<file path="src/common/jtdr_pkg.sv">
// shared constants and types for the test data register block
`default_nettype none
package jtdr_pkg;
    // register lengths
    localparam int IR_LEN = 3;
    localparam int ID_LEN = 32;
    // instruction codes
    localparam logic [2:0] INS_EXTEST = 3'h0;
    localparam logic [2:0] INS_IDCODE = 3'h1;
    localparam logic [2:0] INS_SAMPLE = 3'h2;
    localparam logic [2:0] INS_CLAMP = 3'h3;
    localparam logic [2:0] INS_HIGHZ = 3'h4;
    localparam logic [2:0] INS_BYPASS = 3'h7;
    // fixed value captured into the instruction shift stage, low bits 01
    localparam logic [2:0] IR_CAPTURE = 3'h1;
    // instruction held after reset
    localparam logic [2:0] IR_RESET = INS_IDCODE;
    // identification code field positions
    localparam int ID_FIX_POS = 0;
    localparam int ID_MFR_LSB = 1;
    localparam int ID_MFR_LEN = 11;
    localparam int ID_PART_LSB = 12;
    localparam int ID_PART_LEN = 16;
    localparam int ID_VER_LSB = 28;
    localparam int ID_VER_LEN = 4;
    // data register select codes
    localparam logic [1:0] SEL_BYPASS = 2'h0;
    localparam logic [1:0] SEL_BSR = 2'h1;
    localparam logic [1:0] SEL_ID = 2'h2;
    // tap controller states
    typedef enum logic [3:0] {
        TAP_RESET = 4'b0000,
        TAP_IDLE = 4'b0001,
        TAP_SEL_DR = 4'b0010,
        TAP_CAP_DR = 4'b0011,
        TAP_SHIFT_DR = 4'b0100,
        TAP_EX1_DR = 4'b0101,
        TAP_PAUSE_DR = 4'b0110,
        TAP_EX2_DR = 4'b0111,
        TAP_UPD_DR = 4'b1000,
        TAP_SEL_IR = 4'b1001,
        TAP_CAP_IR = 4'b1010,
        TAP_SHIFT_IR = 4'b1011,
        TAP_EX1_IR = 4'b1100,
        TAP_PAUSE_IR = 4'b1101,
        TAP_EX2_IR = 4'b1110,
        TAP_UPD_IR = 4'b1111
    } jtdr_tap_e;
endpackage
`default_nettype wire

</file>
<file path="src/core/jtdr_top.sv">
// test data registers, instruction register and serial path of the test port
// Function
// - bypass and boundary registers, plus identification register
// - boundary register: shift path and parallel latch
// - one-bit bypass for bypass, clamp, high-z
// - identification: 32-bit shift plus 32-bit latch
// - identification selected by its instruction or reset state
// - after reset, data scan shifts id lsb first
// - instruction capture shifts out pattern ending 01
// - test reset, synchronised over two stages, abandons any scan
// - id fields: manufacturer, device, version above bit0
// - identification bit zero always one
// - id loaded on capture-dr rising test clock
// - instruction register three bits, shift and latch
`default_nettype none
module jtdr_top #(
    parameter int BSR_LEN = 16, // boundary cells
    parameter logic [3:0] ID_VERSION = 4'h1, // arbitrary value
    parameter logic [15:0] ID_PART = 16'h1234, // arbitrary value
    parameter logic [10:0] ID_MAKER = 11'h055 // arbitrary value
) (
    // system clock and reset
    input wire logic CLK_SYS,
    input wire logic RST,
    // test link pins
    input wire logic TEST_CLOCK_PIN,
    input wire logic TEST_MODE_SELECT_PIN,
    input wire logic TEST_SERIAL_IN_PIN,
    input wire logic TEST_RESET_N_PIN,
    output logic TEST_SERIAL_OUT_PIN,
    output logic TEST_SERIAL_OUT_EN,
    // boundary cells
    input wire logic [BSR_LEN-1:0] BSR_CAPTURE_IN,
    output logic [BSR_LEN-1:0] BSR_PARALLEL_OUT,
    output logic BSR_DRIVE,
    output logic PINS_HIGHZ,
    // identification latch
    output logic [31:0] ID_PARALLEL_OUT
);
    // identification code assembled with the fixed one in bit zero
    localparam logic [31:0] ID_CODE = {ID_VERSION, ID_PART, ID_MAKER, 1'b1};

    // timing of the sampled test clock, counted in system clock cycles:
    // a pin edge is seen three edges later, after two sync stages and the history stage
    // each test clock phase must last three system cycles at least, or it is missed
    // mode select and serial in share that delay, so they stay aligned with the edge
    // serial out moves two to three cycles after the pin falls, inside the low phase
    // trade-off: one clock domain only, paid for with a slow test clock

    typedef struct packed {
        logic [2:0] tck_s; // clock sync stages plus edge history
        logic [1:0] tms_s; // mode select sync
        logic [1:0] tdi_s; // serial in sync
        logic [1:0] trst_s; // test reset sync
        logic [BSR_LEN-1:0] bsr_m; // boundary input first stage
        logic [BSR_LEN-1:0] bsr_s; // boundary input second stage
        logic [jtdr_pkg::IR_LEN-1:0] ir_sh; // instruction shift stage
        logic [jtdr_pkg::IR_LEN-1:0] ir_par; // current instruction
        logic bypass; // bypass stage
        logic [BSR_LEN-1:0] bsr_sh; // boundary shift stage
        logic [BSR_LEN-1:0] bsr_par; // boundary latch
        logic [jtdr_pkg::ID_LEN-1:0] id_sh; // identification shift stage
        logic [jtdr_pkg::ID_LEN-1:0] id_par; // identification latch
        logic tdo; // serial out
        logic tdo_en; // serial out driven
        logic drive; // boundary drives pins
        logic highz; // pins floated
    } jtdr_top_s;

    jtdr_top_s st; // registered state
    jtdr_top_s next_st; // next value
    jtdr_pkg::jtdr_tap_e tap_state; // controller state
    logic tck_rise; // test clock rose
    logic tck_fall; // test clock fell
    logic trst_active; // synchronised test reset
    logic [1:0] sel; // selected data register

    // data register chosen by instruction and state
    // codes without a register of their own, the two spare ones included, fall back
    // to the bypass stage, so an unknown instruction still gives a one-bit path
    // the reset state overrides the instruction, so a fresh tester always finds the id
    function automatic logic [1:0] select_dr(input logic [2:0] ins, input jtdr_pkg::jtdr_tap_e s);
        logic [1:0] r;
        r = jtdr_pkg::SEL_BYPASS;
        if (s == jtdr_pkg::TAP_RESET || ins == jtdr_pkg::INS_IDCODE) begin
            r = jtdr_pkg::SEL_ID;
        end else if (ins == jtdr_pkg::INS_EXTEST || ins == jtdr_pkg::INS_SAMPLE) begin
            r = jtdr_pkg::SEL_BSR;
        end
        return r;
    endfunction

    // edges come from the second and third stage, never the first
    // the first stage may still be settling, so only settled bits form an edge
    assign tck_rise = st.tck_s[1] & ~st.tck_s[2];
    assign tck_fall = ~st.tck_s[1] & st.tck_s[2];
    assign trst_active = ~st.trst_s[1];
    assign sel = select_dr(st.ir_par, tap_state);

    // controller state, stepped on test clock rises
    // the follower sees the same edge pulse as the registers, so both move together
    jtdr_tap_fsm u_fsm (
        .clk(CLK_SYS),
        .rst(RST),
        .tck_rise(tck_rise),
        .tms(st.tms_s[1]),
        .trst_active(trst_active),
        .state(tap_state)
    );

    // next state of every register of the block
    always_comb begin
        next_st = st;
        // synchronisers; the test clock is only sampled, hence it must run slowly
        // the boundary inputs are synchronised too, since pins change at any time
        next_st.tck_s = {st.tck_s[1:0], TEST_CLOCK_PIN};
        next_st.tms_s = {st.tms_s[0], TEST_MODE_SELECT_PIN};
        next_st.tdi_s = {st.tdi_s[0], TEST_SERIAL_IN_PIN};
        next_st.trst_s = {st.trst_s[0], TEST_RESET_N_PIN};
        next_st.bsr_m = BSR_CAPTURE_IN;
        next_st.bsr_s = st.bsr_m;
        // pin control follows the current instruction
        // clamp drives the latched boundary values, high-z floats them; both follow
        // the current instruction one cycle late, far below a test clock phase
        next_st.drive = (st.ir_par == jtdr_pkg::INS_EXTEST) || (st.ir_par == jtdr_pkg::INS_CLAMP);
        next_st.highz = (st.ir_par == jtdr_pkg::INS_HIGHZ);
        if (trst_active) begin
            // scan in progress is dropped and serial out released
            // shift stages keep their bits; the next capture overwrites them anyway
            // a link reset lasts three system cycles at least, so no edge slips past it
            next_st.tdo_en = 1'b0;
            next_st.tdo = 1'b0;
            next_st.ir_par = jtdr_pkg::IR_RESET;
        end else if (tck_rise) begin
            case (tap_state)
                jtdr_pkg::TAP_CAP_DR: begin
                    // the bypass stage captures zero, the id its code, the boundary its pins
                    next_st.bypass = 1'b0;
                    if (sel == jtdr_pkg::SEL_ID) begin
                        next_st.id_sh = ID_CODE;
                    end
                    if (sel == jtdr_pkg::SEL_BSR) begin
                        next_st.bsr_sh = st.bsr_s;
                    end
                end
                jtdr_pkg::TAP_SHIFT_DR: begin
                    // only the selected stage moves toward serial out
                    // serial in enters the top of the stage, so bits leave lsb first
                    case (sel)
                        jtdr_pkg::SEL_ID: next_st.id_sh = {st.tdi_s[1], st.id_sh[31:1]};
                        jtdr_pkg::SEL_BSR: next_st.bsr_sh = {st.tdi_s[1], st.bsr_sh[BSR_LEN-1:1]};
                        default: next_st.bypass = st.tdi_s[1];
                    endcase
                end
                // instruction scan: the fixed pattern is loaded, then shifted like data;
                // the current instruction only changes at update, on the falling edge
                jtdr_pkg::TAP_CAP_IR: next_st.ir_sh = jtdr_pkg::IR_CAPTURE;
                jtdr_pkg::TAP_SHIFT_IR: next_st.ir_sh = {st.tdi_s[1], st.ir_sh[2:1]};
                default: next_st.bypass = st.bypass; // other states hold everything
            endcase
        end else if (tck_fall) begin
            // serial out changes on the falling edge so the tester samples it settled
            next_st.tdo_en = (tap_state == jtdr_pkg::TAP_SHIFT_DR) ||
                             (tap_state == jtdr_pkg::TAP_SHIFT_IR);
            // serial out rests low unless a shift state drives a bit below
            next_st.tdo = 1'b0;
            case (tap_state)
                jtdr_pkg::TAP_SHIFT_IR: next_st.tdo = st.ir_sh[0];
                jtdr_pkg::TAP_SHIFT_DR: begin
                    case (sel)
                        jtdr_pkg::SEL_ID: next_st.tdo = st.id_sh[0];
                        jtdr_pkg::SEL_BSR: next_st.tdo = st.bsr_sh[0];
                        default: next_st.tdo = st.bypass;
                    endcase
                end
                jtdr_pkg::TAP_UPD_IR: next_st.ir_par = st.ir_sh;
                jtdr_pkg::TAP_UPD_DR: begin
                    // latches shield parallel outputs from shifting
                    // only the selected register latches; the others keep their outputs
                    if (sel == jtdr_pkg::SEL_BSR) begin
                        next_st.bsr_par = st.bsr_sh;
                    end
                    if (sel == jtdr_pkg::SEL_ID) begin
                        next_st.id_par = st.id_sh;
                    end
                end
                default: next_st.tdo = 1'b0; // not shifting, line at rest
            endcase
        end
        // reset state forces the identification instruction
        // this runs last, so it wins over an update in the same cycle
        if (tap_state == jtdr_pkg::TAP_RESET) begin
            next_st.ir_par = jtdr_pkg::IR_RESET;
        end
    end

    // register update; sync stages reset to idle levels
    // the test reset sync starts released, so leaving system reset gives no link reset
    // the clock history starts low like the idle test clock, so no false edge follows
    always_ff @(posedge CLK_SYS) begin
        if (RST) begin
            st <= '0;
            st.trst_s <= 2'h3;
            st.ir_par <= jtdr_pkg::IR_RESET;
            st.ir_sh <= jtdr_pkg::IR_CAPTURE;
        end else begin
            st <= next_st;
        end
    end

    // outputs straight from flops
    // every output is a struct field, so no pin ever sees a combinational glitch
    assign TEST_SERIAL_OUT_PIN = st.tdo;
    assign TEST_SERIAL_OUT_EN = st.tdo_en;
    assign BSR_PARALLEL_OUT = st.bsr_par;
    assign BSR_DRIVE = st.drive;
    assign PINS_HIGHZ = st.highz;
    assign ID_PARALLEL_OUT = st.id_par;
endmodule
`default_nettype wire

</file>
<file path="src/core/jtdr_tap_fsm.sv">
// tap state follower stepped on each detected test clock rise
`default_nettype none
module jtdr_tap_fsm (
    // clock and reset
    input wire logic clk,
    input wire logic rst,
    // synchronised link events
    input wire logic tck_rise,
    input wire logic tms,
    input wire logic trst_active,
    // current state
    output jtdr_pkg::jtdr_tap_e state
);
    typedef struct packed {
        jtdr_pkg::jtdr_tap_e state; // controller state
    } jtdr_fsm_s;

    jtdr_fsm_s st; // registered state
    jtdr_fsm_s next_st; // next value

    // next state: test reset wins over any step, abandoning a scan
    always_comb begin
        next_st = st;
        if (trst_active) begin
            next_st.state = jtdr_pkg::TAP_RESET;
        end else if (tck_rise) begin
            case (st.state)
                jtdr_pkg::TAP_RESET: next_st.state = tms ? jtdr_pkg::TAP_RESET : jtdr_pkg::TAP_IDLE;
                jtdr_pkg::TAP_IDLE: next_st.state = tms ? jtdr_pkg::TAP_SEL_DR : jtdr_pkg::TAP_IDLE;
                jtdr_pkg::TAP_SEL_DR: next_st.state = tms ? jtdr_pkg::TAP_SEL_IR : jtdr_pkg::TAP_CAP_DR;
                jtdr_pkg::TAP_CAP_DR: next_st.state = tms ? jtdr_pkg::TAP_EX1_DR : jtdr_pkg::TAP_SHIFT_DR;
                jtdr_pkg::TAP_SHIFT_DR: next_st.state = tms ? jtdr_pkg::TAP_EX1_DR : jtdr_pkg::TAP_SHIFT_DR;
                jtdr_pkg::TAP_EX1_DR: next_st.state = tms ? jtdr_pkg::TAP_UPD_DR : jtdr_pkg::TAP_PAUSE_DR;
                jtdr_pkg::TAP_PAUSE_DR: next_st.state = tms ? jtdr_pkg::TAP_EX2_DR : jtdr_pkg::TAP_PAUSE_DR;
                jtdr_pkg::TAP_EX2_DR: next_st.state = tms ? jtdr_pkg::TAP_UPD_DR : jtdr_pkg::TAP_SHIFT_DR;
                jtdr_pkg::TAP_UPD_DR: next_st.state = tms ? jtdr_pkg::TAP_SEL_DR : jtdr_pkg::TAP_IDLE;
                jtdr_pkg::TAP_SEL_IR: next_st.state = tms ? jtdr_pkg::TAP_RESET : jtdr_pkg::TAP_CAP_IR;
                jtdr_pkg::TAP_CAP_IR: next_st.state = tms ? jtdr_pkg::TAP_EX1_IR : jtdr_pkg::TAP_SHIFT_IR;
                jtdr_pkg::TAP_SHIFT_IR: next_st.state = tms ? jtdr_pkg::TAP_EX1_IR : jtdr_pkg::TAP_SHIFT_IR;
                jtdr_pkg::TAP_EX1_IR: next_st.state = tms ? jtdr_pkg::TAP_UPD_IR : jtdr_pkg::TAP_PAUSE_IR;
                jtdr_pkg::TAP_PAUSE_IR: next_st.state = tms ? jtdr_pkg::TAP_EX2_IR : jtdr_pkg::TAP_PAUSE_IR;
                jtdr_pkg::TAP_EX2_IR: next_st.state = tms ? jtdr_pkg::TAP_UPD_IR : jtdr_pkg::TAP_SHIFT_IR;
                jtdr_pkg::TAP_UPD_IR: next_st.state = tms ? jtdr_pkg::TAP_SEL_DR : jtdr_pkg::TAP_IDLE;
                default: next_st.state = jtdr_pkg::TAP_RESET;
            endcase
        end
    end

    // state register
    always_ff @(posedge clk) begin
        if (rst) begin
            st <= '0;
        end else begin
            st <= next_st;
        end
    end

    assign state = st.state;
endmodule
`default_nettype wire

</file>
<file path="config.mk">
export PLATFORM = sky130hd
export DESIGN_NAME = jtdr_top
export DESIGN_NICKNAME = d
export VERILOG_FILES = /design/src/common/jtdr_pkg.sv /design/src/core/jtdr_top.sv /design/src/core/jtdr_tap_fsm.sv
export SDC_FILE = /design/constraint.sdc
export NUM_CORES = 1
export LEC_CHECK = 0
export ABC_CLOCK_PERIOD_IN_PS = 2300
export BUFFER_PORTS_ARGS = -buffer_cell sky130_fd_sc_hd__buf_2
export CORE_ASPECT_RATIO = 0.7
export CORE_MARGIN = 10
export CORE_UTILIZATION = 40
export CTS_CLUSTER_DIAMETER = 80
export DETAILED_ROUTE_END_ITERATION = 8
export MAX_ROUTING_LAYER = met4
export PLACE_DENSITY_LB_ADDON = 0.1
export SKIP_LAST_GASP = 1
export SYNTH_ARGS = -nofsm -noshare
export SYNTH_HDL_FRONTEND = slang
export SYNTH_SLANG_ARGS = --single-unit
</file>
<file path="constraint.sdc">
create_clock -name CLK_SYS -period 2.3 [get_ports CLK_SYS]
set_clock_uncertainty 0.2 [all_clocks]
set_input_delay 0.23 -clock CLK_SYS [delete_from_list [all_inputs] [get_ports CLK_SYS]]
set_output_delay 0.23 -clock CLK_SYS [all_outputs]
set_load 0.01 [all_outputs]
</file>
==> results_dict.tcl <==
set metrics [dict create \
    outcome "finished clean" \
    antenna_cells 0 \
    synth_top_area_cell "dfxtp_1" \
    syn2layout_area_growth_pct 16.4 \
    synth.distinct_cells 45 \
    crit_chain "and3b_1 > o211a_1 > buf_4 > nor2_1 > nor3_1" \
    slew_viol_final 0 \
    ys_warn_count 0 \
    cp_max_fo 30 \
    powerDensity_mw_per_mm2 802 \
    cts_tree "built" \
    yosysTopAreaCellShare_pct 51.6 \
    num_vias 4384 \
    arrival_ns 2.13 \
    overflow 0 \
    slew_headroom_pct 58.4 \
    synthArstFlopShare_pct 0 \
    grt_max_degree 47 \
    ys_top_cells_by_area "dfxtp_1 (52%), nand2_1 (7.8%), a21oi_1 (6.7%)" \
    p_leak_uw 0.00266 \
    crit_path_start_kind "flip-flop" \
    synth_cells 675 \
    cp_slowest_cell "dfxtp_1" \
    hold_violations 0 \
    cts_resized 0 \
    fin_crit_ns 2.01 \
    place_hpwl_um 8550 \
    initial_utilization_pct 40.4 \
    cp-end-kind "flip-flop" \
    clk_pin_slew_worst_paths_ns 0.07 \
    rsz0062_at_grt "no" \
    ios 74 \
    first_pass_iters 4 \
    vdd_drop_max_mv 0.425 \
    worstMarginPinSlew_ns 0.619 \
    ys_ff_latch 152 \
    cp.required_ns 2.42 \
    routabilityCongestion 0.844 \
    synth_edf_count 0 \
    finalSetupViolCount 0 \
    grt_pass1_vias 4312 \
    antenna_found_initial 0 \
    die_y_um 122 \
    hold_class "input port to flip-flop" \
    core.rowCount 37 \
    avgSynthCellArea_um2 8.74 \
    multiInputGateArea_mm2 0.00226 \
    ys.flop_type "dfxtp_1" \
    cts_root_buf "clkbuf_16" \
    grt_use_total_pct 13.4 \
    wl_um 12800 \
    cpPeakStageDelay_ns 0.64 \
    use_met3_pct 3.74 \
    drive_gt1_share_pct 18.2 \
    cts_sinks 152 \
    utilization_pct 47.1 \
    die_w_um 165 \
    regArea_mm2 0.00304 \
    fillers 1432 \
    numPortBuffers 73 \
    fmax_ghz 0.497 \
    core-area_mm2 0.0146 \
    cts_made_buffers 17 \
    critPathKind "flip-flop to flip-flop" \
    synth_nets 697 \
    avgRoutedWirePerCell_um 14.0 \
    final_nets 728 \
    clock_path_buffers 2 \
    die_area_mm2 0.0201 \
    tns_ns 0 \
    syn_area_mm2 0.00590 \
    htree_num_levels 4 \
    vias_per_cell 4.80 \
    grtUsageMet2_pct 18.3 \
    maxCapViolCount 0 \
    busiest_layer "met1" \
    yosysSeqAreaShare_pct 51.6 \
    clk_latency_ns 0.42 \
    met1_usage_pct 18.9 \
    grt_pass1_wl_um 21600 \
    drt_iter0_markers 246 \
    timing.final.crit_share_pct 87.4 \
    route.detailed.drc 0 \
    drtAntennaViolNets 0 \
]
[registers in the layout, summed over array words and instances (netlist names)]
signal and cells:
st 75, ID_PARALLEL_OUT 32, next_st 21, BSR_PARALLEL_OUT 16, u_fsm.state 4, BSR_DRIVE 1, PINS_HIGHZ 1, TEST_SERIAL_OUT_EN 1
TEST_SERIAL_OUT_PIN 1
[Yosys cell counts (2+ instances only)]
library cell  count
nand2b_1          6
nor3b_1           4
a211oi_1         19
nand4_1           3
a31oi_1           2
o21ai_0           7
buf_2            13
and4_1            2
nand3b_1          2
nor2b_1          44
xnor2_1           2
o21bai_1          2
o21ai_1           2
inv_1             4
a21oi_1          79
o31ai_1           2
a311oi_1          3
a221oi_1          2
clkbuf_1         33
nor2_1           32
buf_6             2
or2_2             3
mux2i_1          16
nor3_1           25
buf_4            48
nand3_1          24
nor3b_2           3
dfxtp_1         152
nand2_1         122
o211a_1           2
[cell usage in the layout (no fill, tap or decap), types with 3 or more instances in the layout]
master / instances
nor3b_1: 4
nand3_1: 24
nor3b_2: 3
a211oi_1: 19
nand4_1: 3
clkbuf_16: 17
or2_2: 3
mux2i_1: 16
nor2_1: 32
a311oi_1: 3
buf_12: 3
inv_1: 4
buf_2: 72
nor2b_1: 44
inv_8: 3
inv_6: 4
o21ai_0: 7
nor3_1: 25
a21oi_1: 79
buf_4: 14
dlygate4sd3_1: 20
nand2_1: 122
clkinv_4: 3
nand2b_1: 6
dfxtp_1: 152
[timing repair]
action	4_1_cts	5_1_grt
hold buffers	20	0
setup endpoints to repair	0	0
setup buffers	0	0
endpoints found under the hold margin	20	0
[report_power, final]
part / switching (µW) / leakage (µW) / internal (µW) / total [µW]
Sequential: 20.9 / 0.00123 / 2670 / 2690
Clock: 1200 / 0.000276 / 1460 / 2650
Combinational: 84.0 / 0.00115 / 76.5 / 160
[metrics by stage]
| step | cells | area, µm² | hold slack [ns] | power (µW) | setup slack [ns] |
|---|---|---|---|---|---|
| floorplan | 675 | 5900 | 0.134 | 2840 | 0.374 |
| finish | 914 | 6860 | 0.0285 | 5500 | 0.290 |
| CTS | 914 | 6860 | 0.0241 | 5560 | 0.298 |
| global route | 914 | 6860 | 0.0360 | 5680 | 0.116 |
| detailed placement | 862 | 6090 | 0.193 | 2880 | 0.363 |
| global placement | 862 | 6090 | 0.197 | 2880 | 0.414 |
[worst max-delay path, delay by kind of cell, from the launching register on]
family,cells,cell delay (ns)
compound gates,1,0.18
buf+inv,1,0.30
flops,1,0.64
simple gates,3,0.60
[metal layers]
| metal | up-vias | wire length [µm] |
|---|---|---|
| li1 | 2281 | - |
| met1 | 2010 | 6880 |
| met2 | 86 | 5220 |
| met3 | 7 | 593 |
| met4 | 0 | 92 |
| met5 | - | 0 |
[cells by family (layout without fill, tap and decap cells)]
kind of cell	Yosys count	count (layout)	synth area share (%)
AND/OR/NAND/NOR	278	278	22.9
flip-flops	152	152	51.6
AO/OA/AOI/OAI	124	124	12.2
buffers and inverters	102	146	10.1
multiplexers	16	16	2.72
XOR/XNOR	3	3	0.446
[final timing paths]
check / from / endpoint / slack [ns] / cells after the start
max: u_fsm.state[1] / st[43] / 0.29 / 5
min: RST / st[106] / 0.03 / 2
max reg2reg: u_fsm.state[1] / st[43] / 0.29 / 5
min reg2reg: next_st[140] / st[140] / 0.21 / 1
[area by class of cell]
type,count,share of cell area (%)
Tap cell,195,3.56
Inverter,5,0.273
Clock inverter,14,1.91
Sequential cell,152,44.3
Clock buffer,18,6.40
Multi-Input combinational cell,421,32.9
Timing Repair Buffer,109,10.6
Power figures use the tool's default switching activity.
